**src/hw/eoc_irq_consts.vh**
```
/*
 Constants for the end-of-conversion interrupt reporting block.
 Assumes inclusion by bare name from the design files.
*/
`ifndef EOC_IRQ_CONSTS_VH
`define EOC_IRQ_CONSTS_VH
`define EOC_TOP_BITS_ON    2'h3
`define MODE_SHUTDOWN      2'h0
`define FAULT_CNT_W        3
`define FLAG_HIGH_RST      1'h0
`define FLAG_LOW_RST       1'h0
`define ALERT_ACT_RST      1'h0
`define CONV_READY_RST     1'h0
`define ALERT_PIN_RST      1'h1
`define FAULT_SEL_ONE      2'h0
`define FAULT_SEL_TWO      2'h1
`define FAULT_SEL_FOUR     2'h2
`define FAULT_SEL_EIGHT    2'h3
`define FAULT_NUM_ONE      3'h1
`define FAULT_NUM_TWO      3'h2
`define FAULT_NUM_FOUR     3'h4
`define FAULT_NUM_EIGHT    3'h0
`endif

```
**src/hw/fault_counter.v**
```verilog
/*
 Consecutive-fault counter for one limit comparison.
 Assumes convDone pulses once per conversion with exceed valid beside it.
*/
`timescale 1ns/1ps
`include "eoc_irq_consts.vh"
module fault_counter (
   // Clock and reset.
   input  wire       clk_sys,
   input  wire       sys_rst,
   // Conversion event.
   input  wire       convDone,
   input  wire       exceed,
   input  wire [1:0] faultSel,
   // Result.
   output wire       faultMet
);
   reg  [`FAULT_CNT_W-1:0] count_reg;
   reg  [`FAULT_CNT_W-1:0] count_next;
   reg  [`FAULT_CNT_W-1:0] target;
   always @* begin
      case (faultSel)
         `FAULT_SEL_ONE:  target = `FAULT_NUM_ONE;
         `FAULT_SEL_TWO:  target = `FAULT_NUM_TWO;
         `FAULT_SEL_FOUR: target = `FAULT_NUM_FOUR;
         default:         target = `FAULT_NUM_EIGHT;
      endcase
   end
   // The count of eight wraps to zero, so the target for eight is coded as zero.
   always @* begin
      count_next = count_reg;
      if (convDone) begin
         if (exceed)
            count_next = count_reg + 3'h1;
         else
            count_next = 3'h0;
      end
   end
   assign faultMet = convDone && exceed && ((count_reg + 3'h1) == target);
   always @(posedge clk_sys) begin
      if (sys_rst)
         count_reg <= 3'h0;
      else if (faultMet)
         count_reg <= 3'h0;
      else
         count_reg <= count_next;
   end
endmodule // fault_counter

```
**src/hw/eoc_interrupt_reporting.v**
```verilog
/*
 Interrupt reporting for end-of-conversion mode with latched or transparent comparison.
 Assumes all strobes are one-cycle pulses synchronous to clk_sys from the serial front end.
*/
// Overview of operation
// - End-of-conversion reporting is on when the low-limit top bits equal 11b.
// - In that reporting, every completed conversion makes the alert active.
// - Latched style: config read, non-shutdown write or alert response clears alert.
// - Transparent: high fault sets high flag, clears low, alert and ready set.
// - Transparent: low fault clears high flag, sets low, alert and ready set.
// - Transparent: non-shutdown config write clears alert and ready, flags kept.
// - Transparent: shutdown config write changes nothing.
// - Transparent: alert response changes nothing.
// - Pin is low when active with polarity 0 or inactive with polarity 1.
// - Conversion ready clears right after any configuration read that has no completed conversion in the same cycle.
`timescale 1ns/1ps
`include "eoc_irq_consts.vh"
module eoc_interrupt_reporting (
   // Clock and reset.
   input  wire       clk_sys,
   input  wire       sys_rst,
   // Configuration.
   input  wire [1:0] lowLimitTopBits,
   input  wire       latchSel,
   input  wire       alertPolarity,
   input  wire [1:0] faultSel,
   // Conversion engine.
   input  wire       convDone,
   input  wire       aboveHigh,
   input  wire       belowLow,
   // Host access strobes.
   input  wire       cfgRead,
   input  wire       cfgWrite,
   input  wire [1:0] cfgWriteMode,
   input  wire       cfgWriteLatch,
   input  wire       alertResponse,
   // Status.
   output reg        flagHigh,
   output reg        flagLow,
   output reg        convReady,
   output reg        alertActive,
   output reg        alertPin,
   output wire       eocEnabled
);
   ////////////////////////////////////////////////////////////////////////////////
   // The two limits share one counter design; index 0 watches the high limit.
   localparam NUM_LIMITS = 2;
   localparam HIGH_IDX   = 0;
   localparam LOW_IDX    = 1;

   reg                   flagHigh_next;
   reg                   flagLow_next;
   reg                   convReady_next;
   reg                   alertActive_next;
   reg                   alertPin_next;
   wire [NUM_LIMITS-1:0] exceedVec;
   wire [NUM_LIMITS-1:0] metVec;
   wire                  highMet;
   wire                  lowMet;
   wire                  latchedMode;
   wire                  transparentMode;
   wire                  nonShutdownWrite;
   wire                  readClearsLatched;
   wire                  readClearsEoc;
   wire                  readClearsAlert;
   wire                  writeClearsAlert;
   wire                  responseClearsAlert;
   wire                  leaveClearsAlert;
   wire                  alertClear;
   wire                  readyClear;
   wire                  flagClear;
   genvar                limitIdx;

   ////////////////////////////////////////////////////////////////////////////////
   // Mode decode.
   assign eocEnabled       = (lowLimitTopBits == `EOC_TOP_BITS_ON);
   assign latchedMode      = latchSel;
   assign transparentMode  = ~latchSel;
   assign nonShutdownWrite = cfgWrite && (cfgWriteMode != `MODE_SHUTDOWN);

   ////////////////////////////////////////////////////////////////////////////////
   // Fault counters, one per limit.
   assign exceedVec[HIGH_IDX] = aboveHigh;
   assign exceedVec[LOW_IDX]  = belowLow;

   generate
      for (limitIdx = 0; limitIdx < NUM_LIMITS; limitIdx = limitIdx + 1) begin : limitCounter
         fault_counter counterU (
            .clk_sys  (clk_sys),
            .sys_rst  (sys_rst),
            .convDone (convDone),
            .exceed   (exceedVec[limitIdx]),
            .faultSel (faultSel),
            .faultMet (metVec[limitIdx])
         );
      end
   endgenerate

   assign highMet = metVec[HIGH_IDX];
   assign lowMet  = metVec[LOW_IDX];

   ////////////////////////////////////////////////////////////////////////////////
   // Host events that clear state. A transparent compare outside end-of-conversion
   // reporting keeps its pin through reads and through writes with cfgWriteLatch set, so those clears are gated.
   assign readClearsLatched   = cfgRead && latchedMode;
   assign readClearsEoc       = cfgRead && eocEnabled;
   assign readClearsAlert     = readClearsLatched || readClearsEoc;
   assign writeClearsAlert    = nonShutdownWrite && eocEnabled;
   assign responseClearsAlert = alertResponse && latchedMode;
   // A latched alert left over from end-of-conversion reporting needs a latch-zero write.
   assign leaveClearsAlert    = cfgWrite && !cfgWriteLatch && !eocEnabled;
   assign alertClear          = readClearsAlert || writeClearsAlert || responseClearsAlert ||
                                leaveClearsAlert;
   assign readyClear          = cfgRead || nonShutdownWrite;
   assign flagClear           = cfgRead && latchedMode;

   ////////////////////////////////////////////////////////////////////////////////
   // High flag. Clears come first and results last, so a result wins over a read.
   always @* begin
      flagHigh_next = flagHigh;
      if (flagClear)
         flagHigh_next = 1'h0;
      if (highMet)
         flagHigh_next = 1'h1;
      else if (lowMet && transparentMode)
         flagHigh_next = 1'h0;
   end

   ////////////////////////////////////////////////////////////////////////////////
   // Low flag.
   always @* begin
      flagLow_next = flagLow;
      if (flagClear)
         flagLow_next = 1'h0;
      if (lowMet && latchedMode)
         flagLow_next = 1'h1;
      else if (highMet && transparentMode)
         flagLow_next = 1'h0;
      else if (lowMet)
         flagLow_next = 1'h1;
   end

   ////////////////////////////////////////////////////////////////////////////////
   // Conversion ready. A completed conversion wins over a read in the same cycle.
   always @* begin
      convReady_next = convReady;
      if (readyClear)
         convReady_next = 1'h0;
      if (convDone)
         convReady_next = 1'h1;
   end

   ////////////////////////////////////////////////////////////////////////////////
   // Alert state.
   always @* begin
      alertActive_next = alertActive;
      if (alertClear)
         alertActive_next = 1'h0;
      if (latchedMode) begin
         if (highMet || lowMet)
            alertActive_next = 1'h1;
      end else begin
         if (highMet)
            alertActive_next = 1'h1;
         else if (lowMet)
            alertActive_next = eocEnabled;
      end
      if (convDone && eocEnabled)
         alertActive_next = 1'h1;
   end

   ////////////////////////////////////////////////////////////////////////////////
   // Pin level follows the next alert state, so it moves in the same cycle.
   always @* begin
      case ({alertActive_next, alertPolarity})
         2'h0:    alertPin_next = 1'h1;
         2'h1:    alertPin_next = 1'h0;
         2'h2:    alertPin_next = 1'h0;
         2'h3:    alertPin_next = 1'h1;
         default: alertPin_next = 1'h1;
      endcase
   end

   ////////////////////////////////////////////////////////////////////////////////
   // State registers. The pin resets high, the idle level for polarity 0; with
   // polarity 1 it settles on the first edge after reset.
   always @(posedge clk_sys) begin
      if (sys_rst)
         flagHigh <= `FLAG_HIGH_RST;
      else
         flagHigh <= flagHigh_next;
   end

   always @(posedge clk_sys) begin
      if (sys_rst)
         flagLow <= `FLAG_LOW_RST;
      else
         flagLow <= flagLow_next;
   end

   always @(posedge clk_sys) begin
      if (sys_rst)
         convReady <= `CONV_READY_RST;
      else
         convReady <= convReady_next;
   end

   always @(posedge clk_sys) begin
      if (sys_rst)
         alertActive <= `ALERT_ACT_RST;
      else
         alertActive <= alertActive_next;
   end

   always @(posedge clk_sys) begin
      if (sys_rst)
         alertPin <= `ALERT_PIN_RST;
      else
         alertPin <= alertPin_next;
   end
endmodule // eoc_interrupt_reporting

```
**config.mk**
```make
export PLATFORM = sky130hd
export DESIGN_NAME = eoc_interrupt_reporting
export DESIGN_NICKNAME = d
export VERILOG_FILES = /design/src/hw/fault_counter.v /design/src/hw/eoc_interrupt_reporting.v
export VERILOG_INCLUDE_DIRS = /design/src /design/src/hw
export SDC_FILE = /design/constraint.sdc
export NUM_CORES = 1
export LEC_CHECK = 0
export BUFFER_PORTS_ARGS = -buffer_cell sky130_fd_sc_hd__buf_2
export CELL_PAD_IN_SITES_DETAIL_PLACEMENT = 0
export CELL_PAD_IN_SITES_GLOBAL_PLACEMENT = 1
export CORE_MARGIN = 5
export CORE_UTILIZATION = 37
export CTS_BUF_LIST = sky130_fd_sc_hd__clkbuf_8
export DETAILED_ROUTE_END_ITERATION = 16
export GPL_TIMING_DRIVEN = 0
export PLACE_DENSITY = 0.82
export SYNTH_ARGS = -nofsm -noshare
export SYNTH_HDL_FRONTEND = slang
export SYNTH_SLANG_ARGS = --single-unit
```
**constraint.sdc**
```tcl
create_clock -name clk_sys -period 2.35 [get_ports clk_sys]
set_clock_uncertainty 0.1 [all_clocks]
set_input_delay 0.5875 -clock clk_sys [delete_from_list [all_inputs] [get_ports clk_sys]]
set_output_delay 0.5875 -clock clk_sys [all_outputs]
set_load 0.01 [all_outputs]
```
After elaboration in Yosys (flattened, before gate mapping)

Cells that the tools add are included.

$add $sub $neg: 2
Equality and inequality tests: 8
Muxes and demuxes: 18
Bitwise logic cells: 1
Reduce and logical (&&, ||, !) cells: 33

Operators with widths:

| operator                                                        | number |
|---|---|
| 1-bit logical AND                                               | 15 |
| 1-bit two-way mux                                               | 14 |
| 3-bit case mux with 3 select lines                              | 1 |
| 2-bit == test, second input constant                            | 4 |
| 2-bit OR reduction                                              | 4 |
| 3-bit by 1-bit adder with 3-bit output, second input constant   | 2 |
| 3-bit == test                                                   | 2 |
| 1-bit logical OR                                                | 6 |
| 3-bit two-way mux                                               | 2 |
| 2-bit by 1-bit == test with 1-bit output, second input constant | 2 |
| 2-bit zero test                                                 | 2 |
| 2-bit nonzero test                                              | 2 |
| 4-bit nonzero test                                              | 1 |
| 3-bit nonzero test                                              | 1 |
| 1-bit zero test                                                 | 2 |
| 1-bit case mux with 2 select lines                              | 1 |
| 1-bit inverter                                                  | 1 |

Register bits: 11
Output and inout bits: 6
Logic and storage cells: 69

Logic depth before layout (Yosys ltp)

Gate-level depths: netlist of run 1.

Depth in word-level cells: 14
Gate-level depth with buffers: 6
Gate-level depth less buffers: 6

Hierarchy

A second synthesis of run 1 with hierarchy kept.

Cells, all modules: 83
Area total of the unflattened synthesis: 693.2 sq um

Modules (own cells, without submodules):

| module                  | times used | cells each | area each (sq um) | sequential area each (sq um) |
|---|---|---|---|---|
| fault_counter           | 2          | 24         | 196.4             | 60.1 |
| eoc_interrupt_reporting | 1          | 35         | 300.3             | 100.1 |

Worst setup path before layout of run 1

No wires, ideal clock.

Path kind: reg-to-reg
Start point: reg limitCounter[1].counterU.count_reg[0]
End point: reg alertPin
Setup time: 72 ps
Arrival time: 1828 ps
Required time: 2178 ps
Slack: 350 ps
Stages on the path, launching flop included: 7
Period minus slack after synthesis: 2000 ps
Cells stage by stage: dfxtp_1 ha_1 or4_4 nand3_2 nand4_2 a221oi_2 mux2i_1

Word-level cells in the longest chain between the ends: 10
Elaborated cells on any way between the ends: 16

RTL lines:

| what                                                  | RTL line                                                     | RTL |
|---|---|---|
| from (decl)                                           | fault_counter.v:18                                           | `` reg [`FAULT_CNT_W-1:0] count_reg; `` |
| from (signal assigned)                                | fault_counter.v:46                                           | `count_reg <= count_next;` |
| 3-bit by 1-bit adder with 3-bit output *              | fault_counter.v:39                                           | `assign faultMet = convDone && exceed && ((count_reg + 3'h1) == target);` |
| 3-bit == test *                                       | fault_counter.v:39                                           |  |
| 1-bit logical AND *                                   | fault_counter.v:39                                           |  |
| 1-bit two-way mux or 1-bit logical OR (tied branches) | eoc_interrupt_reporting.v:165, eoc_interrupt_reporting.v:160 |  |
| 1-bit two-way mux, on equally long branches           | eoc_interrupt_reporting.v:163, eoc_interrupt_reporting.v:160 |  |
| 1-bit two-way mux *                                   | eoc_interrupt_reporting.v:159                                | `if (latchedMode) begin` |
| 1-bit two-way mux *                                   | eoc_interrupt_reporting.v:168                                | `if (convDone && eocEnabled)` |
| 2-bit == test, or another cell as far along           | eoc_interrupt_reporting.v:175                                | `case ({alertActive_next, alertPolarity})` |
| 2-bit OR reduction (no line)                          | -                                                            |  |
| 1-bit case mux with 2 select lines *                  | eoc_interrupt_reporting.v:175                                |  |
| to (signal assigned)                                  | eoc_interrupt_reporting.v:217                                | `` alertPin <= `ALERT_PIN_RST; `` |
| to (signal assigned)                                  | eoc_interrupt_reporting.v:219                                | `alertPin <= alertPin_next;` |
| to (decl)                                             | eoc_interrupt_reporting.v:42                                 | `output reg alertPin,` |

Every way passes the cells marked *; elsewhere a longest branch is shown, timed or not.
A chain may end at the register's enable or synchronous reset.

Worst setup path in the final report of run 1

Ends and elaborated chain as after synthesis.

==> flow_metrics.py, run 1 <==
metrics = {
    "status": {
        "status": "finished, final reports clean",
    },
    "logic_synthesis": {
        "ys_seq_elements": 11,
        "synth_warnings": 0,
        "yosys.area.top_type": "dfxtp_1",
        "synth_area_leaders": "dfxtp_1 32%, a21oi_1 5.1%, nand2_1 4.3%",
        "netlist_area_sq_um": 690.7,
        "synth_ff_type": "dfxtp_1",
        "synth-xor-area-share_pct": 6.159,
        "synth_area_per_cell_sq_um": 8.633,
        "yosysTopAreaCellShare_pct": 31.88,
        "syn_inst": 80,
        "async_flop_share_pct": 0,
        "synth_nets": 99,
        "synth-compound-area-share_pct": 19.57,
        "ys_types": 38,
        "muxShareOfSynthArea_pct": 2.899,
        "synth_seq_area_share_pct": 31.88,
        "synth_edf_count": 0,
        "synthAdderAreaFrac_pct": 3.623,
        "synthSimpleGateAreaFrac_pct": 32.61,
        "synth_top_family_by_area": "simple AND/OR/NAND/NOR gates",
    },
    "sta": {
        "setup_viol": 0,
        "max_freq_mhz": 459.9,
        "setup_tns_ns": 0,
        "worst_hold_slack_ns": 0.3721,
        "fin_crit_ns": 2.175,
        "rsz0062_at_grt": "false",
        "period_share_pct": 92.53,
        "hold_violations": 0,
        "maxSlewViolCount": 0,
        "slew_headroom_pct": 72.43,
        "tightest_slew_ns": 0.4135,
    },
    "die": {
        "die_w_um": 53.21,
        "dieArea_sq_um": 2831,
        "ios": 23,
        "coreArea_sq_um": 1745,
        "rows": 15,
        "initial_core_util_pct": 39.57,
        "die_h_um": 53.21,
    },
    "clocking": {
        "clk_pin_slew_ns": 0.05,
        "clock_path_buffers": 2,
        "clock_sinks": 11,
        "postCtsSetupBuffers": 0,
        "htreeDepth": 1,
        "root_buffer": "clkbuf_8",
        "cts_made_buffers": 3,
        "cts_hold_buf": 0,
        "insertion_delay_ns": 0.24,
        "cts_tree": "done",
        "cts_resized": 0,
    },
    "place": {
        "portBuffers": 20,
        "hpwl_um": 1341,
        "gp_congestion": 0.7517,
    },
    "drt": {
        "wl_per_cell_um": 12.68,
        "vias": 663,
        "viasPerCell": 5.140,
        "remaining_drc_errors": 0,
        "first_pass_iters": 4,
        "drtIter0Drc": 11,
        "routed_wl_um": 1636,
        "postRouteAntennaNets": 0,
    },
    "worst_hold_path": {
        "whs_path_depth": 2,
        "worstHoldEndpoint": "convReady$_SDFFE_PP0P_",
        "hp-start": "convReady$_SDFFE_PP0P_",
        "hold_class": "reg2reg",
    },
    "final_layout": {
        "area_growth_pct": 25.54,
        "fillers": 176,
        "final_common_cell": "buf_2",
        "diodes": 0,
        "regArea_sq_um": 220.2,
        "final_cell_mix": "20 x buf_2, 11 x dfxtp_1, 8 x nand2_1",
        "largest_register_ffs": 6,
        "drive_gt1_share_pct": 29.81,
        "multi_input_area_sq_um": 447.9,
        "nNetsFinal": 124,
    },
    "worst_setup_path": {
        "r2r_slack_ns": 0.18,
        "worstRegToRegCells": 6,
        "critPathCaptureType": "flip-flop",
        "start_kind": "flip-flop",
        "slowest_stage": "or4_4",
        "critical_path.max_stage_delay_ns": 0.52,
        "regToRegEndpoint": "alertPin$_SDFF_PP1_",
        "critPathKind": "reg2reg",
        "crit_chain": "ha_1 -> or4_4 -> nand3_2 -> nand4_2 -> a221oi_2 -> mux2i_1",
        "worstPathRequired_ns": 2.41,
        "path_max_fanout": 6,
        "critPathArrivalTime_ns": 2.24,
        "regToRegStartpoint": "limitCounter[1].counterU.count_reg[0]$_SDFFE_PP0P_",
    },
    "global_routing": {
        "grtUsageTotal_pct": 13.66,
        "grt_antenna_before_repair": 0,
        "grt_pass1_wl_um": 2780,
        "grt.overflow.total": 0,
        "grt_max_degree": 11,
        "grt_pass1_vias": 637,
    },
    "power": {
        "irDropWorstVdd_mv": 0.3537,
        "leakagePower_nw": 0.3948,
        "power.density_nw_per_um2": 541.6,
    },
    "job": {
        "drv_cap": 0,
    },
}
-- worst max-delay path by stage --
stage | start | endpoint | slack [ns] | cells after the start
2_1_floorplan | limitCounter[1].counterU.count_reg[0]$_SDFFE_PP0P_ | alertPin$_SDFF_PP1_ | 0.35 | 6
3_3_place_gp | faultSel[1] | alertPin$_SDFF_PP1_ | 0.21 | 6
3_5_place_dp | limitCounter[1].counterU.count_reg[0]$_SDFFE_PP0P_ | alertPin$_SDFF_PP1_ | 0.15 | 6
4_1_cts | limitCounter[1].counterU.count_reg[0]$_SDFFE_PP0P_ | alertPin$_SDFF_PP1_ | 0.14 | 6
5_1_grt | limitCounter[1].counterU.count_reg[0]$_SDFFE_PP0P_ | alertPin$_SDFF_PP1_ | 0.02 | 6
6_report | limitCounter[1].counterU.count_reg[0]$_SDFFE_PP0P_ | alertPin$_SDFF_PP1_ | 0.18 | 6
-- per-layer routing --
layer  vias up  global-route usage, %  wire [um]
met2        15                  21.02        851
met5         -                      0          0
li1        344                      -          -
met4         0                  3.830         13
met3         2                  5.915         80
met1       302                  17.09        690
-- critical path: cells and delay by family, from the launching register on --
kind / cells / cell delay (ns)
DFF: 1 / 0.35
and+or+nand+nor: 3 / 0.72
AOI/OAI and AO/OA: 1 / 0.33
adders and majority gates: 1 / 0.35
muxes: 1 / 0.23
-- synthesized netlist by cell type, types with 2 or more instances --
library cell / number
and2_1: 2
inv_1: 3
nand3b_1: 3
xor2_1: 2
clkbuf_1: 2
nand2_1: 8
a21oi_1: 7
dfxtp_1: 11
ha_1: 2
nand3_1: 4
o21ai_0: 3
nor2_1: 5
mux2i_1: 2
nor2b_1: 2
-- layout make-up --
cell class              count  share of cell area (%)
well taps                  25                   3.608
clock inverters             1                  0.4329
inverters                   4                   1.732
repair buffers             20                   11.54
clock buffers               3                   4.762
flip-flops and latches     11                   25.40
plain buffers               2                  0.8658
multi-input cells          63                   51.66
-- through the flow --
step | std cells | util (%) | total power [mW] | instance area (sq um) | setup slack, ns
after floorplan | 80 | - | 0.2557 | 690.7 | 0.3504
final | 129 | 49.68 | 0.4696 | 867.1 | 0.1754
after global placement | 125 | 47.10 | 0.2854 | 822.0 | 0.2098
after global routing | 129 | 49.68 | 0.5023 | 867.1 | 0.02167
after CTS | 129 | 49.68 | 0.4765 | 867.1 | 0.1390
after detailed placement | 125 | 47.10 | 0.2886 | 822.0 | 0.1477
-- kinds of logic (layout without fill, tap and decap cells) --
group           Yosys count  in the layout
fa+ha+maj                 2              2
xor+xnor                  4              4
mux                       2              2
simple gates             36             36
flops                    11             11
buf+inv                   6             30
compound gates           19             19
-- report_power, final --
part,internal (mW),switching (mW)
Sequential,0.195,0.00554
Combinational,0.0394,0.0442
Clock,0.115,0.0710
Total,0.349,0.121
No activity file was read; power rests on OpenSTA's default activity.
==> run 2: changes to the inputs <==
--- a/config.mk
+++ b/config.mk
@@ -7,14 +7,14 @@
 export NUM_CORES = 1
 export LEC_CHECK = 0
 export BUFFER_PORTS_ARGS = -buffer_cell sky130_fd_sc_hd__buf_2
+export CAP_MARGIN = 20
 export CELL_PAD_IN_SITES_DETAIL_PLACEMENT = 0
 export CELL_PAD_IN_SITES_GLOBAL_PLACEMENT = 1
 export CORE_MARGIN = 5
-export CORE_UTILIZATION = 37
-export CTS_BUF_LIST = sky130_fd_sc_hd__clkbuf_8
+export CORE_UTILIZATION = 35
 export DETAILED_ROUTE_END_ITERATION = 16
 export GPL_TIMING_DRIVEN = 0
-export PLACE_DENSITY = 0.82
+export PLACE_DENSITY = 0.79
 export SYNTH_ARGS = -nofsm -noshare
 export SYNTH_HDL_FRONTEND = slang
 export SYNTH_SLANG_ARGS = --single-unit
==> run 2 against run 1 <==
Wire length is 2.8% lower. Final cell count grew 1.6%. Global-route usage shrank 1.4 points. Worst hold slack improved by 0.0014 ns. Count of clock-buffer cells in the layout is 1 higher.
==> flow_metrics.py, run 2 (synthesis gave the netlist of run 1 again) <==
metrics = {
    "status": {
        "status": "finished, final reports clean",
    },
    "sta": {
        "slew_headroom_pct": 69.84,
        "fin_crit_ns": 2.170,
        "tightest_slew_ns": 0.4524,
        "hold_violations": 0,
        "max_freq_mhz": 460.9,
        "rsz0062_at_grt": "false",
        "period_share_pct": 92.33,
        "final.setup.worst_slack_ns": 0.1803,
        "setup_viol": 0,
        "worst_hold_slack_ns": 0.3735,
        "setup_tns_ns": 0,
        "maxSlewViolCount": 0,
    },
    "place": {
        "portBuffers": 20,
        "hpwl_um": 1253,
        "place_ws_ns": 0.1905,
        "gp_congestion": 0.6891,
    },
    "die": {
        "die_w_um": 54.42,
        "ios": 23,
        "dieArea_sq_um": 2962,
        "die_h_um": 54.42,
        "coreArea_sq_um": 1922,
        "rows": 16,
        "initial_core_util_pct": 35.94,
    },
    "drt": {
        "routed_wl_um": 1591,
        "postRouteAntennaNets": 0,
        "wl_per_cell_um": 12.15,
        "vias": 654,
        "first_pass_iters": 3,
        "drtIter0Drc": 8,
        "viasPerCell": 4.992,
        "remaining_drc_errors": 0,
    },
    "worst_setup_path": {
        "crit_start": "limitCounter[1].counterU.count_reg[0]$_SDFFE_PP0P_",
        "path_max_fanout": 6,
        "worstPathRequired_ns": 2.45,
        "start_kind": "flip-flop",
        "critPathArrivalTime_ns": 2.27,
        "critical_path.max_stage_delay_ns": 0.52,
        "slowest_stage": "or4_4",
        "critPathKind": "reg2reg",
        "crit_chain": "ha_1 -> or4_4 -> nand3_2 -> nand4_2 -> a221oi_2 -> mux2i_1",
        "endpoint": "alertPin$_SDFF_PP1_",
        "regToRegEndpoint": "alertPin$_SDFF_PP1_",
        "critPathCaptureType": "flip-flop",
        "r2r_slack_ns": 0.18,
        "worstRegToRegCells": 6,
        "regToRegStartpoint": "limitCounter[1].counterU.count_reg[0]$_SDFFE_PP0P_",
    },
    "clocking": {
        "clk_pin_slew_ns": 0.08,
        "clock_sinks": 11,
        "cts_tree": "done",
        "cts_made_buffers": 3,
        "clock_path_buffers": 2,
        "cts_resized": 0,
        "root_buffer": "clkbuf_4",
        "insertion_delay_ns": 0.27,
        "postCtsSetupBuffers": 0,
        "htreeDepth": 1,
        "cts_hold_buf": 0,
    },
    "global_routing": {
        "grtUsageTotal_pct": 12.27,
        "grt_pass1_vias": 581,
        "grt_max_degree": 11,
        "grt_pass1_wl_um": 2587,
        "grt_antenna_before_repair": 0,
        "grt.overflow.total": 0,
    },
    "final_layout": {
        "regArea_sq_um": 220.2,
        "multi_input_area_sq_um": 447.9,
        "fillers": 217,
        "final_cell_mix": "20 x buf_2, 11 x dfxtp_1, 8 x nand2_1",
        "diodes": 0,
        "final_common_cell": "buf_2",
        "largest_register_ffs": 6,
        "nNetsFinal": 124,
        "drive_gt1_share_pct": 29.81,
        "area_growth_pct": 23.19,
    },
    "worst_hold_path": {
        "hold_class": "reg2reg",
    },
    "power": {
        "power.density_nw_per_um2": 493.2,
        "irDropWorstVdd_mv": 0.2655,
        "leakagePower_nw": 0.3829,
        "total_power_uw": 419.6,
    },
    "job": {
        "drv_cap": 0,
    },
}
## run 2: changes by cell type in the layout (fill, tap and decap cells not counted), sizes merged
cell | previous run | this run
clkbuf | 5 | 6
inv | 5 | 4
## run 2: worst min-delay path by stage
| stage | startpoint | endpoint | slack, ns | cells after the start |
|---|---|---|---|---|
| after floorplan | limitCounter[1].counterU.count_reg[1]$_SDFFE_PP0P_ | limitCounter[1].counterU.count_reg[1]$_SDFFE_PP0P_ | 0.34 | 2 |
| final | convReady$_SDFFE_PP0P_ | convReady$_SDFFE_PP0P_ | 0.37 | 2 |
| after global placement | limitCounter[1].counterU.count_reg[1]$_SDFFE_PP0P_ | limitCounter[1].counterU.count_reg[1]$_SDFFE_PP0P_ | 0.36 | 2 |
| after global routing | convReady$_SDFFE_PP0P_ | convReady$_SDFFE_PP0P_ | 0.40 | 2 |
| after CTS | convReady$_SDFFE_PP0P_ | convReady$_SDFFE_PP0P_ | 0.38 | 2 |
| after detailed placement | convReady$_SDFFE_PP0P_ | convReady$_SDFFE_PP0P_ | 0.37 | 2 |
## run 2: final cells by class
cell class,count,area share (%)
tap,27,3.971
timing repair buffer,20,11.76
multi-input combinational,63,52.65
buffer,2,0.8824
inverter,4,1.765
clock buffer,4,3.088
sequential,11,25.88
## run 2: layer usage
layer	track usage, %	up-vias	share of wire [%]
li1	-	346	-
met1	16.07	302	47
met2	18.73	4	49
met3	3.542	2	2.5
met4	4.979	0	0.82
met5	0	-	0
## run 2: where the power goes
part	total [mW]	internal (mW)	leakage, nW	switching [mW]
logic	0.0836	0.0393	0.278	0.0442
clock network	0.137	0.0656	0.0150	0.0713
registers	0.199	0.194	0.0898	0.00512
total	0.420	0.299	0.383	0.121
## run 2: critical path: cells and delay by family, from the launching register on
| kind | cells | cell delay (ns) |
|---|---|---|
| AO/OA/AOI/OAI | 1 | 0.34 |
| adder cells (fa/ha/maj) | 1 | 0.30 |
| flip-flops | 1 | 0.42 |
| AND/OR/NAND/NOR | 3 | 0.73 |
| multiplexers | 1 | 0.22 |
## run 2: through the flow
step	area (sq um)	std cells	util, %
floorplan	690.7	80	-
global placement	824.5	127	42.90
detailed placement	824.5	127	42.90
CTS	850.8	131	44.27
global route	850.8	131	44.27
finish	850.8	131	44.27
